File: src/hw/drive_cmd_regs.svh
// constants of the drive command word decoder
// How it works
// - bit0 clear ramps motor to rest; set accelerates to the reference.
// - bit1 is general enable; clear removes motor power, set allows operation.
// - bit2 set turns with reference direction, clear turns opposite.
// - bit3 switches the inching function on or off.
// - bit4 selects remote mode when set, local mode when clear.
// - bit5 picks first ramp time pair when clear, second when set.
// - bit7 set clears a latched fault; otherwise no effect.
// - only the owning source writes the word; all others only read it.
// - stop style 0 ramps down on selected decel time; 1 lets motor coast.
// - with stop style 1, clearing bit0 coasts just like clearing bit1.
// - stop style applies to all sources, discrete run inputs included.
// - keypad and discrete inputs never write the command word.
// - control method 0 linear, 1 quadratic, 5 sensorless vector; 2-4 unused.
// - current measurements get first-order filter, tau up to 9.999 s, default 0.005 s.
// - slip compensation filtered, tau default 0.5 s.
// - in vector mode, regen slip comp stays when enable 1, suppressed when 0.
// - regeneration means power flowing from motor back into the drive.
// - status bit15 reads 1 while a fault is registered.
// - status bit12 reports remote 1, local 0, from command bit4.
`ifndef DRIVE_CMD_REGS_SVH
`define DRIVE_CMD_REGS_SVH
// ------------------------------------------------------------
// command word fields
// ------------------------------------------------------------
`define CW_RUN         0
`define CW_ENABLE      1
`define CW_FORWARD     2
`define CW_INCHING     3
`define CW_REMOTE      4
`define CW_RAMP2       5
`define CW_FAULT_RST   7
`define CW_WRITE_MASK  16'h00bf
`define CW_RESET       16'h0000
// ------------------------------------------------------------
// status word fields
// ------------------------------------------------------------
`define SW_RAMP2       5
`define SW_CONFIG      6
`define SW_RUNNING     8
`define SW_ENABLED     9
`define SW_FORWARD     10
`define SW_INCHING     11
`define SW_ALARM       7
`define SW_REMOTE      12
`define SW_UNDERVOLT   13
`define SW_FAULT       15
// ------------------------------------------------------------
// settings: codes, reset values, filter time constants in milliseconds, filter tick in microseconds
// ------------------------------------------------------------
`define STOP_RAMP      1'b0
`define STOP_COAST     1'b1
`define METHOD_VF      3'h0
`define METHOD_QVF     3'h1
`define METHOD_SVC     3'h5
`define REGEN_EN_RESET 1'b1
`define TAU_MAX_MS     14'h270f
`define CUR_TAU_RESET  14'h0005
`define SLIP_TAU_RESET 14'h01f4
`define CLK_HZ         25000000
`define TICK_US        1000
`define TICK_CYCLES    ((`CLK_HZ / 1000000) * `TICK_US)
`define TICK_W         15
`define MEAS_W         16
`define FILT_SHIFT     5
`endif

File: src/hw/drive_cmd_pkg.sv
// types of the drive command word decoder
package drive_cmd_pkg;
    // command source owning the word
    typedef enum logic [1:0] {SRC_SERIAL, SRC_NETWORK, SRC_LOGIC, SRC_LOCAL} cmd_src_t;
    // write request from a command source
    typedef struct packed {
        logic        valid;
        cmd_src_t    src;
        logic [15:0] data;
    } cmd_write_t;
    // configuration settings
    typedef struct packed {
        logic        stop_style_select;
        logic [2:0]  motor_control_method;
        logic [13:0] current_filter_tau;
        logic [13:0] slip_filter_tau;
        logic        regen_slip_comp_enable;
    } drive_cfg_t;
    // decoded drive actions
    typedef struct packed {
        logic run_ramp;
        logic decel_ramp;
        logic coast;
        logic power_on;
        logic forward;
        logic inching_function;
        logic remote;
        logic ramp_pair2;
        logic method_vf;
        logic method_qvf;
        logic sensorless_vector_mode;
        logic config_error;
        logic slip_comp_active;
    } drive_ctl_t;
    typedef enum logic [1:0] {ST_OFF, ST_RUN, ST_STOP} run_state_t;
endpackage

File: src/hw/drive_command_word_decoder.sv
// command word decoder with stop style, control method and filter settings
`timescale 1ns/100ps
`default_nettype none
`include "drive_cmd_regs.svh"
module drive_command_word_decoder (
    // clock and reset
    input  wire logic                       clk,
    input  wire logic                       rst,
    // command word access
    input  wire drive_cmd_pkg::cmd_write_t  cmd_wr,
    input  wire drive_cmd_pkg::cmd_src_t    owner_src,
    output logic [15:0]                     serial_usb_command_word,
    output logic [15:0]                     drive_state_word,
    // configuration
    input  wire drive_cmd_pkg::drive_cfg_t  cfg,
    // discrete input run and direction requests
    input  wire logic                       discrete_inputs_run,
    input  wire logic                       discrete_inputs_fwd,
    input  wire logic                       discrete_inputs_sel,
    // drive conditions
    input  wire logic                       fault_latched,
    input  wire logic                       at_rest,
    input  wire logic                       power_flow_to_drive,
    input  wire logic                       undervoltage,
    input  wire logic                       alarm,
    // measurements
    input  wire logic signed [15:0]         total_current,
    input  wire logic signed [15:0]         active_current,
    input  wire logic signed [15:0]         slip_comp_raw,
    output logic signed [15:0]              total_current_filt,
    output logic signed [15:0]              active_current_filt,
    output logic signed [15:0]              slip_comp_out,
    // decoded actions
    output var drive_cmd_pkg::drive_ctl_t   ctl,
    output logic                            fault_reset
);
    import drive_cmd_pkg::*;

    // ------------------------------------------------------------
    // state
    // ------------------------------------------------------------
    typedef struct packed {
        logic [15:0]           cw;
        run_state_t            st;
        logic [`TICK_W-1:0]    div;
        logic                  tick;
        logic                  frst;
        logic                  regen;
        logic signed [15:0]    slip;
        drive_ctl_t            ctl;
    } dec_state_t;
    dec_state_t s_q, s_d;

    logic               run_req;
    logic               fwd_req;
    logic               enable_req;
    logic               coast_sel;
    logic signed [15:0] slip_filt;
    logic [13:0]        cur_tau;
    logic [13:0]        slip_tau;

    // clamp a time constant to its largest setting
    function automatic logic [13:0] clamp_tau(input logic [13:0] t);
        clamp_tau = (t > `TAU_MAX_MS) ? `TAU_MAX_MS : t;
    endfunction

    // a single command word bit, read unmasked; reserved positions are cleared at write
    function automatic logic cw_bit(input logic [15:0] w, input int b);
        cw_bit = w[b];
    endfunction

    // ------------------------------------------------------------
    // command selection
    // ------------------------------------------------------------
    // discrete inputs steer run and direction only in local mode
    always_comb begin
        coast_sel  = (cfg.stop_style_select == `STOP_COAST);
        enable_req = cw_bit(s_q.cw, `CW_ENABLE);
        if (discrete_inputs_sel && !cw_bit(s_q.cw, `CW_REMOTE)) begin
            run_req = discrete_inputs_run;
            fwd_req = discrete_inputs_fwd;
        end else begin
            run_req = cw_bit(s_q.cw, `CW_RUN);
            fwd_req = cw_bit(s_q.cw, `CW_FORWARD);
        end
    end

    assign cur_tau  = clamp_tau(cfg.current_filter_tau);
    assign slip_tau = clamp_tau(cfg.slip_filter_tau);

    // ------------------------------------------------------------
    // next state
    // ------------------------------------------------------------
    always_comb begin
        s_d = s_q;
        // millisecond tick for the filters
        s_d.tick = 1'b0;
        if (s_q.div == `TICK_W'(`TICK_CYCLES - 1)) begin
            s_d.div  = '0;
            s_d.tick = 1'b1;
        end else begin
            s_d.div = s_q.div + `TICK_W'(1);
        end
        // only the owning serial, network or logic source may write; keypad never
        if (cmd_wr.valid && cmd_wr.src == owner_src && cmd_wr.src != SRC_LOCAL) begin
            s_d.cw = cmd_wr.data & `CW_WRITE_MASK;
        end
        // fault reset pulses once per write with bit7 set, only when faulted
        s_d.frst = cmd_wr.valid && cmd_wr.src == owner_src && cmd_wr.src != SRC_LOCAL
                   && cmd_wr.data[`CW_FAULT_RST] && fault_latched;
        // run sequencing
        unique case (s_q.st)
            ST_OFF: begin
                if (enable_req && run_req && !fault_latched && !s_q.ctl.config_error) begin
                    s_d.st = ST_RUN;
                end
            end
            ST_RUN: begin
                if (!enable_req || fault_latched || s_q.ctl.config_error) begin
                    s_d.st = ST_OFF;
                end else if (!run_req) begin
                    s_d.st = coast_sel ? ST_OFF : ST_STOP;
                end
            end
            ST_STOP: begin
                if (!enable_req || fault_latched || coast_sel || at_rest) begin
                    s_d.st = ST_OFF;
                end else if (run_req) begin
                    s_d.st = ST_RUN;
                end
            end
        endcase
        s_d.regen = power_flow_to_drive;
        // decoded outputs, registered
        s_d.ctl.run_ramp         = (s_d.st == ST_RUN);
        s_d.ctl.decel_ramp       = (s_d.st == ST_STOP);
        s_d.ctl.coast            = (s_d.st == ST_OFF);
        s_d.ctl.power_on         = (s_d.st != ST_OFF);
        s_d.ctl.forward          = fwd_req;
        s_d.ctl.inching_function = cw_bit(s_d.cw, `CW_INCHING);
        s_d.ctl.remote           = cw_bit(s_d.cw, `CW_REMOTE);
        s_d.ctl.ramp_pair2       = cw_bit(s_d.cw, `CW_RAMP2);
        s_d.ctl.method_vf              = (cfg.motor_control_method == `METHOD_VF);
        s_d.ctl.method_qvf             = (cfg.motor_control_method == `METHOD_QVF);
        s_d.ctl.sensorless_vector_mode = (cfg.motor_control_method == `METHOD_SVC);
        s_d.ctl.config_error = !(s_d.ctl.method_vf || s_d.ctl.method_qvf
                                 || s_d.ctl.sensorless_vector_mode);
        // slip comp only in vector mode, and dropped in regen if disabled
        s_d.ctl.slip_comp_active = s_d.ctl.sensorless_vector_mode
                                   && !(s_q.regen && !cfg.regen_slip_comp_enable);
        s_d.slip = s_q.ctl.slip_comp_active ? slip_filt : 16'sh0000;
    end

    // ------------------------------------------------------------
    // registers
    // ------------------------------------------------------------
    always_ff @(posedge clk or posedge rst) begin
        if (rst) begin
            s_q            <= '0;
            s_q.cw         <= `CW_RESET;
            s_q.st         <= ST_OFF;
            s_q.ctl.coast  <= 1'b1;
            s_q.ctl.method_vf <= 1'b1;
        end else begin
            s_q <= s_d;
        end
    end

    // ------------------------------------------------------------
    // filters: three time constants to settle
    // ------------------------------------------------------------
    meas_filter u_total_filt (
        .clk    (clk),
        .rst    (rst),
        .tick   (s_q.tick),
        .tau_ms (cur_tau),
        .din    (total_current),
        .dout   (total_current_filt)
    );
    meas_filter u_active_filt (
        .clk    (clk),
        .rst    (rst),
        .tick   (s_q.tick),
        .tau_ms (cur_tau),
        .din    (active_current),
        .dout   (active_current_filt)
    );
    meas_filter u_slip_filt (
        .clk    (clk),
        .rst    (rst),
        .tick   (s_q.tick),
        .tau_ms (slip_tau),
        .din    (slip_comp_raw),
        .dout   (slip_filt)
    );

    // ------------------------------------------------------------
    // outputs
    // ------------------------------------------------------------
    // every source sees the word read-only here
    assign serial_usb_command_word = s_q.cw;
    assign ctl           = s_q.ctl;
    assign fault_reset   = s_q.frst;
    assign slip_comp_out = s_q.slip;
    // status word assembled from registered state plus the live alarm, undervoltage and fault inputs
    always_comb begin
        drive_state_word               = 16'h0000;
        drive_state_word[`SW_RAMP2]    = s_q.ctl.ramp_pair2;
        drive_state_word[`SW_CONFIG]   = s_q.ctl.config_error;
        drive_state_word[`SW_ALARM]    = alarm;
        drive_state_word[`SW_RUNNING]  = s_q.ctl.power_on;
        drive_state_word[`SW_ENABLED]  = cw_bit(s_q.cw, `CW_ENABLE);
        drive_state_word[`SW_FORWARD]  = s_q.ctl.forward;
        drive_state_word[`SW_INCHING]  = s_q.ctl.inching_function;
        drive_state_word[`SW_REMOTE]   = s_q.ctl.remote;
        drive_state_word[`SW_UNDERVOLT] = undervoltage;
        drive_state_word[`SW_FAULT]    = fault_latched;
    end
endmodule
`default_nettype wire

File: src/hw/meas_filter.sv
// first-order low pass filter with programmable time constant
`timescale 1ns/100ps
`default_nettype none
`include "drive_cmd_regs.svh"
module meas_filter (
    // clock and reset
    input  wire logic                 clk,
    input  wire logic                 rst,
    // timing
    input  wire logic                 tick,
    input  wire logic [13:0]          tau_ms,
    // data
    input  wire logic signed [`MEAS_W-1:0] din,
    output logic signed [`MEAS_W-1:0]      dout
);
    typedef struct packed {
        logic [13:0]               cnt;
        logic signed [`MEAS_W+`FILT_SHIFT-1:0] acc;
    } filt_state_t;
    filt_state_t s_q, s_d;
    logic signed [`MEAS_W+`FILT_SHIFT-1:0] err;
    // one step of acc += din - out (out moves 1/32 of the error) every tau/32 + 1 ms; tau 0 passes through
    always_comb begin
        s_d = s_q;
        err = (`MEAS_W+`FILT_SHIFT)'(din) - (`MEAS_W+`FILT_SHIFT)'(dout);
        if (tau_ms == 14'h0000) begin
            s_d.acc = (`MEAS_W+`FILT_SHIFT)'(din) <<< `FILT_SHIFT;
        end else if (tick) begin
            if (s_q.cnt >= (tau_ms >> `FILT_SHIFT)) begin
                s_d.cnt = 14'h0000;
                s_d.acc = s_q.acc + err;
            end else begin
                s_d.cnt = s_q.cnt + 14'h0001;
            end
        end
    end
    always_ff @(posedge clk or posedge rst) begin
        if (rst) begin
            s_q <= '0;
        end else begin
            s_q <= s_d;
        end
    end
    assign dout = s_q.acc[`MEAS_W+`FILT_SHIFT-1:`FILT_SHIFT];
endmodule
`default_nettype wire

File: config.mk
export PLATFORM = sky130hd
export DESIGN_NAME = drive_command_word_decoder
export DESIGN_NICKNAME = d
export VERILOG_FILES = /design/src/hw/drive_cmd_pkg.sv /design/src/hw/drive_command_word_decoder.sv /design/src/hw/meas_filter.sv
export VERILOG_INCLUDE_DIRS = /design/src /design/src/hw
export SDC_FILE = /design/constraint.sdc
export NUM_CORES = 1
export LEC_CHECK = 0
export BUFFER_PORTS_ARGS = -buffer_cell sky130_fd_sc_hd__buf_4
export CORE_MARGIN = 4
export CORE_UTILIZATION = 33
export DETAILED_ROUTE_END_ITERATION = 7
export PLACE_DENSITY = 0.56
export SYNTH_ARGS = -nofsm -noshare
export SYNTH_HDL_FRONTEND = slang
export SYNTH_SLANG_ARGS = --single-unit
File: constraint.sdc
create_clock -name clk -period 13.5 [get_ports clk]
set_clock_uncertainty 0.2 [all_clocks]
set_input_delay 2.7 -clock clk [delete_from_list [all_inputs] [get_ports clk]]
set_output_delay 2.7 -clock clk [all_outputs]
set_load 0.03 [all_outputs]
# Yosys cells after proc, flatten, opt, wreduce, memory -nomap -nowiden
# Cells that the tools add are included.
# Widths: inputs -> output; s select.
[classes]
addsub = 10
multipliers = 0
n_div = 0
magnitude_cmp = 5
n_eq_ne = 9
shift = 0
n_mux = 27
bitwise = 2
n_reduce_logical = 39
[ops]
columns = ["operator", "n"]
rows = [
  ["$mux 21", 9],
  ["$mux 14", 5],
  ["$add 21x17->21", 3],
  ["$sub 16x16->17", 3],
  ["$add 14x1->14 const B", 3],
  ["$ge 14x9->1", 3],
  ["$gt 14x14->1 const B", 2],
  ["$logic_not 14->1", 2],
  ["$mux 16", 1],
  ["$add 15x1->15 const B", 1],
  ["$eq 15x15->1 const B", 1],
  ["$mux 15", 1],
  ["$mux 2", 6],
  ["$reduce_bool 2->1", 6],
  ["$logic_and 1x1->1", 10],
  ["$reduce_and 2->1", 5],
  ["$logic_not 1->1", 7],
  ["$logic_or 1x1->1", 6],
  ["$mux 6", 1],
  ["$pmux 2 s3", 1],
  ["$eq 2x1->1 const B", 2],
  ["$eq 2x2->1 const B", 2],
  ["$logic_not 2->1", 2],
  ["$eq 3x1->1 const B", 1],
  ["6 further kinds", 9],
]
[word_totals]
ff_bits = 161
latch_bits = 0
ram_bits = 0
mem_bits_ro = 0
in_bits = 112
out_inout_bits = 94
elab_cells = 119
n_memories = 0

# Logic depth before layout (Yosys ltp)
[logic_depth]
depth_word = 9
ltp_mapped = 16
ltp_nobuf = 13

# Hierarchy
# From an unflattened synthesis, not the netlist that was laid out.
[unflattened]
cells_unflattened = 1675
hier_area_um2 = 14164.8
[modules_own_cells]
columns = ["mod", "n_inst", "cells_per_inst", "area_per_inst_um2", "seq_area_each_um2"]
rows = [
  ["meas_filter at u_total_filt", 1, 476, 3854.9, 875.8],
  ["meas_filter at u_slip_filt", 1, 466, 3744.8, 875.8],
  ["meas_filter at u_active_filt", 1, 463, 3742.3, 875.8],
  ["drive_command_word_decoder", 1, 270, 2822.7, 1328.8],
]

# Least setup slack after synthesis
# OpenSTA, ideal clock, no wires.
[synth_timing]
path_type = "in2out"
from = "input port undervoltage"
to = "output port drive_state_word[13]"
t_arrival_ns = 2.845
t_required_ns = 10.600
path_slack_ns = 7.755
cell_stages = 1
path_buffers = 1
cell_sequence = "buf_4"
[synth_lines]
columns = ["element", "line_no", "source"]
rows = [
  ["from (decl)", "drive_command_word_decoder.sv:24", "input wire logic undervoltage,"],
  ["to (decl)", "drive_command_word_decoder.sv:13", "output logic [15:0] drive_state_word,"],
]
# No word-level cell between the ends.

# Worst setup path after layout
[layout_timing]
from = "input port cfg[21] in the netlist's numbering"
to = "register u_total_filt.s_q (netlist bit u_total_filt.dout[7])"
[layout_between]
elab_chain_cells = 5
word_cells_on_any_way = 8
cone_classes = "order compare: 2; mux: 2; reduce/logical: 4"
[layout_lines]
columns = ["element", "line_no", "source"]
rows = [
  ["from (decl)", "drive_command_word_decoder.sv:15", "input wire drive_cmd_pkg::drive_cfg_t cfg,"],
  ["$gt 14x14->1 (no line)", "-", ""],
  ["$mux 14 (*)", "drive_command_word_decoder.sv:64", "clamp_tau = (t > `TAU_MAX_MS) ? `TAU_MAX_MS : t;"],
  ["$ge 14x9->1 or $logic_not 14->1 (tied branches)", "meas_filter.sv:29, meas_filter.sv:26", ""],
  ["$reduce_bool 2->1 (no line)", "-", ""],
  ["$reduce_and 2->1 (no line)", "-", ""],
  ["to (signal assigned)", "meas_filter.sv:39", "s_q <= '0;"],
  ["to (signal assigned)", "meas_filter.sv:41", "s_q <= s_d;"],
  ["to (decl)", "meas_filter.sv:20", "filt_state_t s_q, s_d;"],
]
# Every way passes the cells marked *; elsewhere a longest branch is shown, timed or not.
# A chain may end at the register's enable or synchronous reset.

==> results.md <==
* Status: completed
* Final WS setup at 7140 ps
* Starting Density at 0.335
* Hold EP: s_q[32]
* Area Growth Syn to Fin at 14.3%
* CP Class: in2reg
* Final nets at roughly 1900
* Finish-stage setup viols at 0
* Filler instances at 3997
* Beginning of the worst hold path: s_q[32]
* Yosys warning count at 0
* Die Area at roughly 0.043 mm^2
* Minimum clock period at 6360 ps
* Clk_lat worst skew at between 400 and 500 ps
* Post-synthesis sequential area ratio at 0.305
* Starting DRT DRC Count at around 450
* Setup crit end kind: flop
* FP Rows at 72
* Cell count after synthesis at roughly 1500
* Critical path required time at 13640 ps
* I/O pin total at 206
* Pwr Density at 87.4 mW/mm^2
* Routed len/inst at 15.0 um
* R2R Path Start: u_slip_filt.s_q[26]
* Slowest stage cell, crit path: o31a_1
* Hold buffer count at cts at 0
* Critical Path AT at around 6500 ps
* Cell area after synthesis at 0.0130 mm^2
* EDFF count, synth at 0
* Reg2Reg Setup Slack at ~9700 ps
* Initial antenna violation count at 0
* Count of cell types in the netlist at 70
* Period utilization at 0.471
* Min-Delay Path Class: reg2reg
* Reg clk slew, reported paths at 70 ps
* GR Util All Layers at 0.151
* Adder-Cell Fraction of Synth Area at 0.184
* RSZ-0062 raised after global routing: false
* DP Wirelength at 24400 um
* Slew Viols, Final at 0
* VDD IR-drop max at 0.0794 mV
* DP Worst Slack at 6710 ps
* Final WL at 31900 um
* Die width at between 200 and 250 um
* Vias at 10258
* Top cell type's share of synthesized area at 0.301
* Post-synthesis mux area share at 0.0124
* Share of post-route cells with drive strength above 1 at 0.151
* Vias in the first global route at 10367
* Max-slew headroom at 0.376
* CP dominant cell by count: and2_1
* Synth Register Bits at 158
* Worst Hold Depth at 1
* First-pass GRT wire length at 51700 um
* Core area at just under 0.04 mm^2
* Synth Area in Compound Gates at 0.178
* Synth Area in Simple Gates at 0.137
* Root buffer cell: clkbuf_16
* Largest family of logic cells by synthesized area: adder cells
* Die height at between 200 and 250 um
* Crit start category: input pin
* Largest cells by area after synthesis: dfrtp_1 (30%), fa_1 (9.2%), ha_1 (9.2%)
* GRT overflow at 0
* Gates resized, CTS repair at 0
* Clock sinks at about 160
* Worst stage delay on the critical path at ~600 ps
* Vias per cell at 4.84
* Slew of the pin with the lowest slew margin at between 900 and 1000 ps
* Xor and xnor fraction of the mapped netlist area at 0.0452
* F_max at between 150 and 200 MHz
* LEAKAGE at ~7.3 nW
* Detail Route Antenna Nets at 0
* Yosys top cell by area: dfrtp_1
* Clock Path Buffers at 2
* Primary FF master, synth: dfrtp_1
* Ys async rst share at 1.00
* Setup_tns at 0 ps
* TritonRoute pass-1 iters at 5
* Syn_area_per_cell at about 8.7 um^2
* TritonCTS clock tree: built
* Max Cap Viol at 0
* CTS buffer count at 17
* DRC violations left at 0
* Htree depth at 4
* Largest net degree at the start of global routing at 97
* Setup Buffers After CTS at 0
* CP Cell Sequence: buf_4 > nor4_1 > o21ai_0 > nand2_1 > and2_1 > ha_1 > nand2b_1 > a21o_1 > a21oi_1 > a2111oi_0 > o31a_1 > and2_1 > nor2_1 > a221o_1
* # diodes at 0
* Final hold vios at 0
* RD Place Congestion at approximately 0.85
* Reg2Reg Depth at 8
* Worst-path fanout max at 14
* Port bufs at 177
* Reg-to-reg endpoint: u_slip_filt.dout[7]
## synthesized netlist by cell type, types with 13 or more instances
library cell  number
xor2_1            33
and3_1            16
clkbuf_1          23
nand2_1           91
a211oi_1          18
o21ai_1           35
o21ai_0           46
a21oi_1           97
a21o_1            27
a31oi_1           22
inv_1            256
fa_1              60
nand2b_1          13
and2_1            27
nand3_1           38
dfrtp_1          156
nor2_1           102
xnor2_1           34
buf_4             93
ha_1              95
o21bai_1          13
nor3_1            27
## worst max path at each step
stage | start | end | slack [ps] | depth (start not counted)
finish | cfg[21] | u_total_filt.dout[7] | 7140 | 14
global route | cfg[21] | u_total_filt.dout[7] | 6670 | 14
CTS | cfg[21] | u_total_filt.dout[7] | 7170 | 14
detailed placement | cfg[21] | u_total_filt.dout[7] | 6710 | 14
global placement | cfg[21] | u_total_filt.dout[7] | 6740 | 14
floorplan | rst | ctl[0] | 6340 | 1
## cell usage in the layout, fill, tap and decap left out, drive strengths merged, types with 7 or more instances in the layout
| cell type | synthesis | layout |
|---|---|---|
| a211oi | 19 | 19 |
| a21o | 28 | 28 |
| a21oi | 97 | 97 |
| a22o | 12 | 12 |
| a22oi | 9 | 9 |
| a31oi | 23 | 23 |
| and2 | 27 | 27 |
| and3 | 16 | 16 |
| and4 | 8 | 8 |
| buf | 101 | 183 |
| clkbuf | 23 | 20 |
| conb | 1 | 15 |
| dfrtp | 156 | 156 |
| fa | 60 | 60 |
| ha | 95 | 95 |
| inv | 258 | 259 |
| mux2 | 9 | 9 |
| nand2 | 91 | 91 |
| nand2b | 13 | 13 |
| nand3 | 38 | 38 |
| nand4 | 8 | 8 |
| nor2 | 102 | 102 |
| nor3 | 28 | 28 |
| nor4 | 12 | 12 |
| o211ai | 8 | 8 |
| o21a | 12 | 12 |
| o21ai | 82 | 82 |
| o21bai | 13 | 13 |
| o31ai | 7 | 7 |
| or3 | 9 | 9 |
| xnor2 | 34 | 34 |
| xor2 | 33 | 33 |
## final cells by class
cell class              instances  area, um^2  share of cell area
multi-input cells             972        7290               0.491
flip-flops and latches        158        3960               0.267
repair buffers                183        1370              0.0926
inverters                     258         973              0.0656
well taps                     518         648              0.0437
clock buffers                  20         457              0.0308
clock inverters                12         138             0.00928
## per-stage QoR
| step | util | area [um^2] | total power, mW | cells | hold WS, ps |
|---|---|---|---|---|---|
| final | 0.383 | 14800 | 1.30 | 2121 | 256 |
| after global routing | 0.383 | 14800 | 1.37 | 2121 | 271 |
| after CTS | 0.383 | 14800 | 1.32 | 2121 | 260 |
| after detailed placement | 0.368 | 14200 | 0.809 | 2089 | 251 |
| after global placement | 0.368 | 14200 | 0.805 | 2089 | 247 |
| after floorplan | - | 13000 | 0.742 | 1512 | 233 |
## routing by layer
metal	part of all wire	up-vias	global-route usage
met4	0.010	0	0.0399
li1	-	5121	-
met1	0.44	4917	0.193
met3	0.051	16	0.0347
met5	0	-	0
met2	0.50	204	0.259
## flip-flops by register name, indices dropped and copies added (netlist names), 7 cells and up
register / cells
u_active_filt.s_q: 19
u_slip_filt.dout: 16
u_total_filt.dout: 16
u_total_filt.s_q: 19
s_q: 19
ctl: 10
u_active_filt.dout: 16
u_slip_filt.s_q: 19
slip_comp_out: 16
serial_usb_command_word: 7
## report_power, final
part | switching [mW] | total [mW] | internal, mW
clock network | 0.216 | 0.499 | 0.283
registers | 0.0105 | 0.498 | 0.488
logic | 0.177 | 0.300 | 0.123
total | 0.404 | 1.30 | 0.894
## worst max-delay path, delay by kind of cell
kind / cells / cell delay, ps
AND/OR/NAND/NOR: 6 / 1720
buffers and inverters: 1 / 110
AO/OA/AOI/OAI: 6 / 1830
adder cells (fa/ha/maj): 1 / 130
## logic make-up after synthesis
family                     Yosys count
xor gates and xnor gates            67
other                                1
muxes                               15
buffers and inverters              382
and+or+nand+nor                    368
DFF                                158
AOI/OAI and AO/OA                  352
adders and majority gates          155
Power figures use the tool's default switching activity.
